### config.mk
export PLATFORM = sky130hd
export DESIGN_NAME = usb_hub_port_power_status
export DESIGN_NICKNAME = d
export VERILOG_FILES = /design/src/pkg/hub_pkg.sv /design/src/logic/hub_fifo.sv /design/src/logic/usb_hub_port_power_status.sv
export SDC_FILE = /design/constraint.sdc
export NUM_CORES = 1
export LEC_CHECK = 0
export BUFFER_PORTS_ARGS = -buffer_cell sky130_fd_sc_hd__buf_4
export CORE_UTILIZATION = 55
export CTS_CLUSTER_SIZE = 24
export DETAILED_ROUTE_END_ITERATION = 12
export PLACE_DENSITY = 0.83
export RECOVER_POWER = 100
export SYNTH_ARGS = -nofsm -noshare
export SYNTH_HDL_FRONTEND = slang
export SYNTH_SLANG_ARGS = --single-unit
### constraint.sdc
create_clock -name clk -period 3.8 [get_ports clk]
set_input_delay 0.19 -clock clk [delete_from_list [all_inputs] [get_ports clk]]
set_output_delay 0.19 -clock clk [all_outputs]
set_load 0.005 [all_outputs]
### src/pkg/hub_pkg.sv
`default_nettype none
package hub_pkg;
    // Port count and repeated symbol layout
    localparam int NUM_PORTS      = 4;
    localparam int SYM_WIDTH      = 3;     // {eop, plus, minus}
    localparam int SYM_EOP_BIT    = 2;
    localparam int SYM_PLUS_BIT   = 1;
    localparam int SYM_MINUS_BIT  = 0;
    localparam int FIFO_DEPTH     = 4;

    // Clocking of this block and of the link it stands for
    localparam longint CLK_HZ     = 10_000_000;
    localparam longint OSC_HZ     = 6_000_000;
    localparam longint PLL_HZ     = 48_000_000;
    localparam int PLL_MULT       = int'(PLL_HZ / OSC_HZ);
    localparam longint FS_BPS     = 12_000_000;
    localparam longint LS_BPS     = 1_500_000;
    localparam longint FRAME_CLK_HZ = 12_000_000;

    // Low-speed driver turn-on: four full-speed bit times, rounded down
    localparam longint LS_EN_BITS = 4;
    localparam longint LS_EN_NS   = (LS_EN_BITS * 1_000_000_000) / FS_BPS;
    localparam longint LS_EN_RAW  = (LS_EN_NS * CLK_HZ) / 1_000_000_000;
    localparam int LS_EN_CYCLES   = (LS_EN_RAW < 1) ? 1 : int'(LS_EN_RAW);

    // Frame length in microseconds and in block clocks
    localparam longint FRAME_US   = 1000;
    localparam int FRAME_CYCLES   = int'((FRAME_US * CLK_HZ) / 1_000_000);
    localparam int FRAME_WIDTH    = 14;

    // Reset values
    localparam logic [NUM_PORTS-1:0] PORTS_OFF_N = 4'hF;
    localparam logic [NUM_PORTS-1:0] PORTS_CLR   = 4'h0;

    typedef enum logic [1:0] {LS_IDLE, LS_ARM, LS_ON} ls_state_t;
endpackage
`default_nettype wire

### src/logic/hub_fifo.sv
`timescale 1ns/1ns
`default_nettype none
module hub_fifo #(
    parameter int WIDTH = 3,
    parameter int DEPTH = 4
) (
    // Clock and reset
    input  wire logic             clk,
    input  wire logic             rstSync_n,
    // Filling side
    input  wire logic             inValid,
    input  wire logic [WIDTH-1:0] inData,
    output logic                  inReady,
    // Draining side
    output logic                  outValid,
    output logic      [WIDTH-1:0] outData,
    input  wire logic             outReady
);
    localparam int AW = $clog2(DEPTH);
    localparam logic [AW:0] FULL_COUNT = (AW+1)'(DEPTH);
    localparam logic [AW-1:0] LAST_IDX = AW'(DEPTH - 1);

    logic [WIDTH-1:0] store [DEPTH];
    logic [AW-1:0]    wrPtr, rdPtr, next_wrPtr, next_rdPtr;
    logic [AW:0]      count, next_count;
    logic             push, pop;

    // Full and empty follow the count register directly
    assign inReady  = (count != FULL_COUNT);
    assign outValid = (count != '0);
    assign outData  = store[rdPtr];
    assign push     = inValid && inReady;
    assign pop      = outValid && outReady;

    // Pointer and occupancy next values
    always_comb begin
        next_wrPtr = wrPtr;
        next_rdPtr = rdPtr;
        next_count = count;
        if (push) begin
            next_wrPtr = (wrPtr == LAST_IDX) ? '0 : wrPtr + 1'b1;
        end
        if (pop) begin
            next_rdPtr = (rdPtr == LAST_IDX) ? '0 : rdPtr + 1'b1;
        end
        if (push && !pop) begin
            next_count = count + 1'b1;
        end else if (pop && !push) begin
            next_count = count - 1'b1;
        end
    end

    always_ff @(posedge clk or negedge rstSync_n) begin
        if (!rstSync_n) begin
            wrPtr <= '0;
            rdPtr <= '0;
            count <= '0;
        end else begin
            wrPtr <= next_wrPtr;
            rdPtr <= next_rdPtr;
            count <= next_count;
        end
    end

    // Storage has no reset; outData shows store[rdPtr] even while the FIFO is empty
    always_ff @(posedge clk) begin
        if (push) begin
            store[wrPtr] <= inData;
        end
    end
endmodule // hub_fifo
`default_nettype wire

### src/logic/usb_hub_port_power_status.sv
// Overview of operation
// - Repeat line states between upstream and all four downstream ports.
// - Full speed runs at 12 Mb/s, low speed at 1.5 Mb/s.
// - Reference is a 6 MHz oscillator multiplied to 48 MHz inside.
// - Power-source strap high means self-powered, low means bus-powered.
// - Self-powered reports local power sense; bus-powered ignores it.
// - Self-powered port power may be switched or permanently on.
// - Overcurrent and power control act per port or globally.
// - One active-low power-switch output per downstream port.
// - Overcurrent on a port switches that port's power off.
// - Overcurrent is latched and reported as status to the host.
// - Connect-status output asserted while the port is enabled.
// - Upstream packets go to enabled ports; downstream packets go upstream.
// - Low-speed ports only after preamble, drivers on within four bit times.
// - Frame timer restarts on every start-of-frame token.
`timescale 1ns/1ns
`default_nettype none
module usb_hub_port_power_status
    import hub_pkg::*;
#(
    parameter int FRAME_LEN = FRAME_CYCLES
) (
    // Clock and reset
    input  wire logic                 clk, // Stands in for 48 MHz
    input  wire logic                 arst_n,
    // Straps and configuration
    input  wire logic                 selfPowered,
    input  wire logic                 switchedMode,
    input  wire logic                 globalMode,
    input  wire logic                 testMode,
    input  wire logic                 local_power_sense,
    // Hub controller requests and status
    input  wire logic [NUM_PORTS-1:0] portPowerReq,
    input  wire logic [NUM_PORTS-1:0] portEnableReq,
    input  wire logic [NUM_PORTS-1:0] portLowSpeed,
    input  wire logic [NUM_PORTS-1:0] overcurrentClear,
    output logic      [NUM_PORTS-1:0] overcurrentStatus,
    output logic                      localPowerGood,
    // Serial engine events
    input  wire logic                 sofSeen,
    input  wire logic                 preambleSeen,
    output logic      [FRAME_WIDTH-1:0] frameTimer,
    // Port power pins
    input  wire logic [NUM_PORTS-1:0] port_overcurrent_n,
    output logic      [NUM_PORTS-1:0] port_power_switch_n,
    output logic      [NUM_PORTS-1:0] portConnectStatus_n,
    // Upstream port line state
    input  wire logic                 upstreamRxActive,
    input  wire logic                 upstreamEop,
    input  wire logic                 upstream_plus_in,
    input  wire logic                 upstream_minus_in,
    output logic                      upstream_plus_out,
    output logic                      upstream_minus_out,
    output logic                      upstreamOe_n,
    output logic                      upstreamFifoReady,
    // Downstream port line states
    input  wire logic                 downstreamTxReady,
    input  wire logic [NUM_PORTS-1:0] downstreamRxActive,
    input  wire logic [NUM_PORTS-1:0] downstream_plus_in,
    input  wire logic [NUM_PORTS-1:0] downstream_minus_in,
    output logic      [NUM_PORTS-1:0] downstream_plus_out,
    output logic      [NUM_PORTS-1:0] downstream_minus_out,
    output logic      [NUM_PORTS-1:0] downstreamOe_n
);
    localparam logic [FRAME_WIDTH-1:0] FRAME_LAST = FRAME_WIDTH'(FRAME_LEN-1);
    // Turn-on count follows from the full-speed bit rate
    localparam logic [2:0] LS_LAST = 3'(LS_EN_CYCLES - 1);
    localparam int LS_BOUND = LS_EN_CYCLES + 1;

    logic                 rstMeta, rstSync_n;
    logic [NUM_PORTS-1:0] ocMeta, ocSync;
    logic [NUM_PORTS-1:0] ocLatched, next_ocLatched;
    logic [NUM_PORTS-1:0] powerOn, portEnabled, getsTraffic;
    logic                 anyOc, fifoInReady, fifoValid, pop;
    logic [SYM_WIDTH-1:0] fifoData;
    ls_state_t            lsState, next_lsState;
    logic [2:0]           lsCount, next_lsCount;
    logic [FRAME_WIDTH-1:0] next_frameTimer;

    // Reset released through two flops
    always_ff @(posedge clk or negedge arst_n) begin
        if (!arst_n) begin
            rstMeta   <= 1'b0;
            rstSync_n <= 1'b0;
        end else begin
            rstMeta   <= 1'b1;
            rstSync_n <= rstMeta;
        end
    end

    // Overcurrent pins pass two flops before anything reads them
    always_ff @(posedge clk or negedge rstSync_n) begin
        if (!rstSync_n) begin
            ocMeta <= PORTS_CLR;
            ocSync <= PORTS_CLR;
        end else begin
            ocMeta <= ~port_overcurrent_n;
            ocSync <= ocMeta;
        end
    end

    // Sticky overcurrent; a new event beats a clear in the same cycle
    always_comb begin
        next_ocLatched = (ocLatched & ~overcurrentClear) | ocSync;
    end
    assign anyOc = |ocLatched;

    // Power and enable per port, or one decision for all ports
    for (genvar i = 0; i < NUM_PORTS; i++) begin : g_port
        logic req, en, oc;
        assign req = globalMode ? portPowerReq[0] : portPowerReq[i];
        assign en  = globalMode ? portEnableReq[0] : portEnableReq[i];
        assign oc  = globalMode ? anyOc : ocLatched[i];
        // Bus-powered hubs always switch; self-powered may run unswitched
        assign powerOn[i] = !oc &&
            ((selfPowered && !switchedMode) || req);
        assign portEnabled[i] = powerOn[i] && en;
        // Low-speed ports only see traffic behind a preamble
        assign getsTraffic[i] = portEnabled[i] &&
            (!portLowSpeed[i] || lsState == LS_ON);
    end

    // Status, power and indicator outputs
    always_ff @(posedge clk or negedge rstSync_n) begin
        if (!rstSync_n) begin
            ocLatched           <= PORTS_CLR;
            overcurrentStatus   <= PORTS_CLR;
            port_power_switch_n <= PORTS_OFF_N;
            portConnectStatus_n <= PORTS_OFF_N;
            localPowerGood      <= 1'b0;
        end else begin
            ocLatched           <= next_ocLatched;
            overcurrentStatus   <= globalMode ? {NUM_PORTS{anyOc}}
                                              : ocLatched;
            port_power_switch_n <= ~powerOn;
            portConnectStatus_n <= ~portEnabled;
            localPowerGood      <= selfPowered ? local_power_sense
                                               : 1'b1;
        end
    end

    // Low-speed driver window: armed by preamble, closed by end of packet
    always_comb begin
        next_lsState = lsState;
        next_lsCount = lsCount;
        case (lsState)
            LS_IDLE: begin
                next_lsCount = '0;
                if (preambleSeen) begin
                    next_lsState = LS_ARM;
                end
            end
            LS_ARM: begin
                next_lsCount = lsCount + 1'b1;
                if (lsCount >= LS_LAST - 3'd1 || LS_EN_CYCLES == 1) begin
                    next_lsState = LS_ON;
                end
            end
            LS_ON: begin
                if (pop && fifoData[SYM_EOP_BIT]) begin
                    next_lsState = LS_IDLE;
                end
            end
            default: next_lsState = LS_IDLE;
        endcase
    end

    // Frame timer restarts on start of frame, wraps at frame length
    always_comb begin
        if (sofSeen || frameTimer == FRAME_LAST) begin
            next_frameTimer = '0;
        end else begin
            next_frameTimer = frameTimer + 1'b1;
        end
    end

    always_ff @(posedge clk or negedge rstSync_n) begin
        if (!rstSync_n) begin
            lsState    <= LS_IDLE;
            lsCount    <= '0;
            frameTimer <= '0;
        end else begin
            lsState    <= next_lsState;
            lsCount    <= next_lsCount;
            frameTimer <= next_frameTimer;
        end
    end

    // Upstream symbols queue here; a slow drain backs up the receiver
    hub_fifo #(.WIDTH(SYM_WIDTH), .DEPTH(FIFO_DEPTH)) u_fifo (
        .clk       (clk),
        .rstSync_n (rstSync_n),
        .inValid   (upstreamRxActive),
        .inData    ({upstreamEop, upstream_plus_in, upstream_minus_in}),
        .inReady   (fifoInReady),
        .outValid  (fifoValid),
        .outData   (fifoData),
        .outReady  (downstreamTxReady)
    );
    assign pop = fifoValid && downstreamTxReady;

    // Downstream-to-upstream: lowest enabled active port wins
    logic           upActive, upPlus, upMinus;
    always_comb begin
        upActive = 1'b0;
        upPlus   = 1'b0;
        upMinus  = 1'b0;
        for (int k = NUM_PORTS - 1; k >= 0; k--) begin
            if (downstreamRxActive[k] && portEnabled[k]) begin
                upActive = 1'b1;
                upPlus   = downstream_plus_in[k];
                upMinus  = downstream_minus_in[k];
            end
        end
    end

    // Line drivers, always on full-speed rate upstream
    always_ff @(posedge clk or negedge rstSync_n) begin
        if (!rstSync_n) begin
            downstream_plus_out  <= PORTS_CLR;
            downstream_minus_out <= PORTS_CLR;
            downstreamOe_n       <= PORTS_OFF_N;
            upstream_plus_out    <= 1'b0;
            upstream_minus_out   <= 1'b0;
            upstreamOe_n         <= 1'b1;
            upstreamFifoReady    <= 1'b0;
        end else begin
            downstream_plus_out  <= {NUM_PORTS{fifoData[SYM_PLUS_BIT]}};
            downstream_minus_out <= {NUM_PORTS{fifoData[SYM_MINUS_BIT]}};
            downstreamOe_n       <= pop ? ~getsTraffic
                                        : PORTS_OFF_N;
            upstream_plus_out    <= upPlus;
            upstream_minus_out   <= upMinus;
            upstreamOe_n         <= !(upActive && !upstreamRxActive);
            upstreamFifoReady    <= fifoInReady;
        end
    end
endmodule // usb_hub_port_power_status
`default_nettype wire

After elaboration in Yosys (flattened, before gate mapping)
Memories as Yosys holds them, arrays and structs flattened.
Index checks and enable logic that the tools add are counted.
{"block": "classes", "addsub": 6, "multipliers": 0, "div": 0, "n_lt_le_gt_ge": 1, "n_eq_ne": 9, "shifts": 0, "n_mux": 37, "bitwise": 7, "reduce_logical": 51}
{"op": "$mux 1", "n": 25}
{"op": "$logic_and 1x1->1", "n": 23}
{"op": "$not 4->4", "n": 5}
{"op": "$add 14x1->14 const B", "n": 1}
{"op": "$eq 14x14->1 const B", "n": 1}
{"op": "$mux 14", "n": 1}
{"op": "$logic_not 1->1", "n": 13}
{"op": "$mux 2", "n": 5}
{"op": "$logic_or 1x1->1", "n": 9}
{"op": "$mux 4", "n": 2}
{"op": "$add 3x1->3 const B", "n": 2}
{"op": "$eq 2x2->1 const B", "n": 3}
{"op": "$mux 3", "n": 2}
{"op": "$pmux 2 s3", "n": 1}
{"op": "$pmux 3 s2", "n": 1}
{"op": "$add 2x1->2 const B", "n": 2}
{"op": "$and 4x4->4", "n": 1}
{"op": "$ne 2x2->1 const B", "n": 2}
{"op": "$or 4x4->4", "n": 1}
{"op": "$reduce_bool 2->1", "n": 2}
{"op": "$reduce_or 4->1", "n": 1}
{"op": "$ge 3x1->1 const B", "n": 1}
{"op": "$ne 3x3->1 const B", "n": 1}
{"op": "$reduce_and 3->1", "n": 1}
{"op": "5 further kinds", "n": 5}
{"block": "totals", "regBits": 63, "latchBits": 0, "ramBits": 12, "romBits": 0, "input_bits": 46, "mem_count": 1}
{"memory": "u_fifo.store", "depth": 4, "width": 3, "rd": 1, "rd_clocked_by_memory_dff": 0, "write_ports": 1, "line": "hub_fifo.sv:23", "rtl": "logic [WIDTH-1:0] store [DEPTH];"}

Depth between registers and ports, before layout
{"block": "logic_depth", "word_depth": 12, "depth_mapped": 9}

Hierarchy
A second synthesis with hierarchy kept.
{"block": "unflattened", "hier_cells": 256, "hier_area_um2": 3216.8}
{"module": "usb_hub_port_power_status", "instances": 1, "cells_each": 204, "area_each_um2": 2339.7, "seq_area_each_um2": 1417.6}
{"module": "hub_fifo", "instances": 1, "cells_each": 52, "area_each_um2": 877.1, "seq_area_each_um2": 535.5}

Worst setup path before layout
OpenSTA, ideal clock, no wires.
{"block": "synth_timing", "path_type": "register -> register", "startpoint": "reg u_fifo.count[1]", "endpoint": "reg u_fifo.count[2]", "arrival_time_ns": 1.986, "setup_slack_ns": 1.735, "path_stages_with_launch": 8, "path_cell_list": "dfrtp_1 -> o31ai_2 -> ha_1 -> inv_1 -> fa_1 -> xor2_1 -> nor2_1 -> xor2_1"}
{"block": "synth_via", "elab_chain_len": 5, "elab_cells_between_ends": 13, "classes_between": "2 x add/sub; 1 x eq/ne; 2 x mux; 8 x reduce/logical"}
{"element": "start: declaration", "line": "hub_fifo.sv:25", "rtl": "logic [AW:0] count, next_count;"}
{"element": "start signal: assignment", "line": "hub_fifo.sv:61", "rtl": "count <= next_count;"}
{"element": "parallel branches: the longest is 5 deep, another holds $sub 3x1->3"}
Several ways; the timed one is not identified. The select of a mux whose other input is x is not followed.
A chain may end at the register's enable or synchronous reset.

Worst setup path in the final report
Same ends and word-level chain as after synthesis.

==> results.yml <==
detailed_routing:
  dr_total_vias: 2194
  wl_per_cell_um: 14.7
  routed_via_density: 5.09
  postRouteAntennaNets: 0
  wirelength_mm: 6.33
  drt_iter0_markers: 89
  drtPass1Iterations: 4
  drc_errors: 0
sta:
  period_share_pct: 69.9
  fmax_mhz: 377
  slew_viol_final: 0
  clock_skew_ns: 0.00790
  tns_ns: 0
  worst_pin_slew_ns: 1.46
  worst_slack_ns: 1.15
  setup_viol: 0
  fin_crit_ns: 2.65
  max_slew_margin_pct: 2.79
  hold_viol: 0
  rsz0062_at_grt: "false"
yosys:
  synth_area_um2: 3190
  syn_avg_cell_area_um2: 12.4
  synth-seq-cells: 75
  ys_warn_count: 0
  synth.distinct_cells: 52
  synth_nets: 312
  yosysSeqAreaShare_pct: 61.3
  synth_edf_count: 12
  async_reset_ff_share_pct: 84.0
  synthCells: 256
  synth_ff_type: "dfrtp_1"
global_routing:
  grt_util_all_layers_pct: 22.7
  grt_start_max_net_pins: 35
  grt_pass1_wl_mm: 10.3
  antenna_found_initial: 0
  grt_pass1_vias: 2251
  overflow: 0
clocking:
  cts-resized-gates: 0
  cts.sinks: 75
  cts_tree: "yes"
  clk_latency_ns: 0.34
  numCtsBuffers: 9
  cts_max_level: 3
  hold_buffers: 7
  max-clock-path-buffers: 2
  clk_pin_slew_worst_paths_ns: 0.08
  post_cts_buffers: 0
  cts-root-buf: "clkbuf_8"
die:
  die_y_um: 78.1
  core_area_um2: 5540
  initial_core_util_pct: 57.5
  dieArea_um2: 6100
  rows: 27
  ios: 89
  die_width_um: 78.1
final_layout:
  area_growth_pct: 28.5
  fin_util_pct: 73.9
  stdcell_area_um2: 4100
  diodes: 0
  num-nets-final: 410
  drive_gt1_share_pct: 33.1
setup_path:
  cp.arrival_ns: 2.93
  crit_type: "register to register"
  slowest_stage: "o31ai_1"
  crit_fanout: 9
  cp-end-kind: "register"
  cpMostUsedCell: "xor2_1"
  required_ns: 4.07
  cp-start-kind: "register"
  r2r_slack_ns: 1.15
  crit_chain: "o31ai_1, ha_1, inv_1, fa_1, xor2_1, nor2_1, xor2_1"
  crit_buf_inv: 1
  slowest_delay_ns: 0.93
  critical_path.top_delay_family: "compound AO/OA/AOI/OAI gates"
power_and_ir_drop:
  switchingPower_uw: 601
  p_sw_share_pct: 28.6
  cellPowerDensity_nw_per_um2: 513
  comb_power_share_pct: 21.7
  pwr-share-seq_pct: 50.4
  clockPowerShare_pct: 27.9
  p_leak_uw: 0.00188
  vdd_drop_max_uv: 333
  p_int_uw: 1500
placement:
  placed_area_um2: 3880
  detailed_place_hpwl_mm: 4.60
  place.gp.congestion: 0.804
  place_ws_ns: 1.47
  io_buffers: 87
flow_run:
  drv_cap: 0
status:
  status: "complete, no violations"
hold_path:
  hold_path_class: "primary input to register"
[placed cells by master, fill, tap and decap left out, drive strengths merged, types with 4 or more instances in the layout]
| cell | instances |
|---|---|
| clkbuf | 59 |
| nor2b | 7 |
| edfxtp | 12 |
| nand2b | 5 |
| a21o | 6 |
| ha | 9 |
| nor2 | 23 |
| a21oi | 8 |
| buf | 38 |
| dlygate4sd3 | 7 |
| clkinvlp | 4 |
| dfrtp | 50 |
| inv | 20 |
| nand3 | 4 |
| and3 | 9 |
| xor2 | 8 |
| nand2 | 17 |
| xnor2 | 5 |
| dfstp | 13 |
| o21ai | 10 |
[through the flow]
step	cells	hold WS, ns	total power [uW]
3_3_place_gp	408	-0.0275	1510
6_report	431	0.0264	2100
5_1_grt	431	0.0166	2220
3_5_place_dp	408	-0.0271	1530
2_1_floorplan	256	-0.106	1370
4_1_cts	431	0.0147	2140
[cell families after synthesis]
logic type	after synthesis	synth area share (%)
AO/OA/AOI/OAI	43	9.86
XOR/XNOR	13	3.57
adder cells (fa/ha/maj)	10	4.16
buffers and inverters	28	4.24
flip-flops	75	61.3
multiplexers	8	3.81
other	1	0.118
AND/OR/NAND/NOR	78	13.0
[synth_stat cells (2+ instances only)]
| cell | instances | area [um2] |
|---|---|---|
| o21ai_0 | 10 | 50.1 |
| a21o_1 | 5 | 37.5 |
| mux2_2 | 3 | 33.8 |
| or3_1 | 2 | 12.5 |
| a221oi_1 | 2 | 17.5 |
| o22ai_1 | 2 | 12.5 |
| ha_1 | 9 | 113 |
| dfrtp_1 | 50 | 1250 |
| mux2i_1 | 2 | 20.0 |
| nor2_1 | 23 | 86.3 |
| mux4_2 | 3 | 67.6 |
| nor4b_1 | 2 | 17.5 |
| and3_1 | 8 | 50.1 |
| nor3_1 | 2 | 10.0 |
| edfxtp_1 | 12 | 360 |
| xnor2_1 | 5 | 43.8 |
| o21bai_1 | 2 | 15.0 |
| xor2_1 | 8 | 70.1 |
| nand3_1 | 3 | 15.0 |
| nand4b_1 | 2 | 17.5 |
| o31ai_2 | 2 | 25.0 |
| buf_4 | 6 | 45.0 |
| inv_1 | 20 | 75.1 |
| dfstp_2 | 13 | 342 |
| nor2b_1 | 6 | 37.5 |
| a21oi_1 | 7 | 35.0 |
| nand2b_1 | 5 | 31.3 |
| a211o_1 | 2 | 17.5 |
| nand2_1 | 17 | 63.8 |
[final timing paths]
kind,start,cells past startpoint,endpoint
hold reg to reg,ocMeta[1],0,ocSync[1]
max in group asynchronous,rstSync_n,1,lsState[1]
setup reg to reg,u_fifo.count[1],7,u_fifo.count[2]
setup / recovery,u_fifo.count[1],7,u_fifo.count[2]
hold / removal,portEnableReq[0],2,portConnectStatus_n[0]
min in group asynchronous,arst_n,2,rstSync_n
[power groups by stage]
stage | Clock, uW | Combinational, uW | Sequential [uW]
2_1_floorplan | 0 | 314 | 1060
4_1_cts | 603 | 468 | 1060
3_5_place_dp | 0 | 459 | 1080
5_1_grt | 634 | 505 | 1080
6_report | 586 | 455 | 1060
3_3_place_gp | 0 | 440 | 1070
[layer usage]
layer	share of wire, %	GRT usage [%]	vias up
met2	50	37.5	68
li1	-	-	1067
met5	0	0	-
met4	2.1	11.3	0
met3	4.9	5.12	12
met1	42	28.2	1047
[final cells by class]
cell class	instances	area [um2]
clock inverters	7	68.8
fillers	384	1440
flip-flops and latches	75	1950
well taps	72	90.1
multi-input cells	153	1080
inverters	20	75.1
repair buffers	95	701
clock buffers	9	124
[sequential cells by signal, summed over array words and instances (netlist names), 2 cells and up]
| register | flops |
|---|---|
| portConnectStatus_n | 4 |
| lsCount | 3 |
| u_fifo.wrPtr | 2 |
| u_fifo.store | 12 |
| port_power_switch_n | 4 |
| u_fifo.rdPtr | 2 |
| overcurrentStatus | 4 |
| lsState | 2 |
| ocLatched | 4 |
| u_fifo.count | 3 |
| downstreamOe_n | 4 |
| ocMeta | 4 |
| ocSync | 4 |
| frameTimer | 14 |
Power figures use the tool's default switching activity.
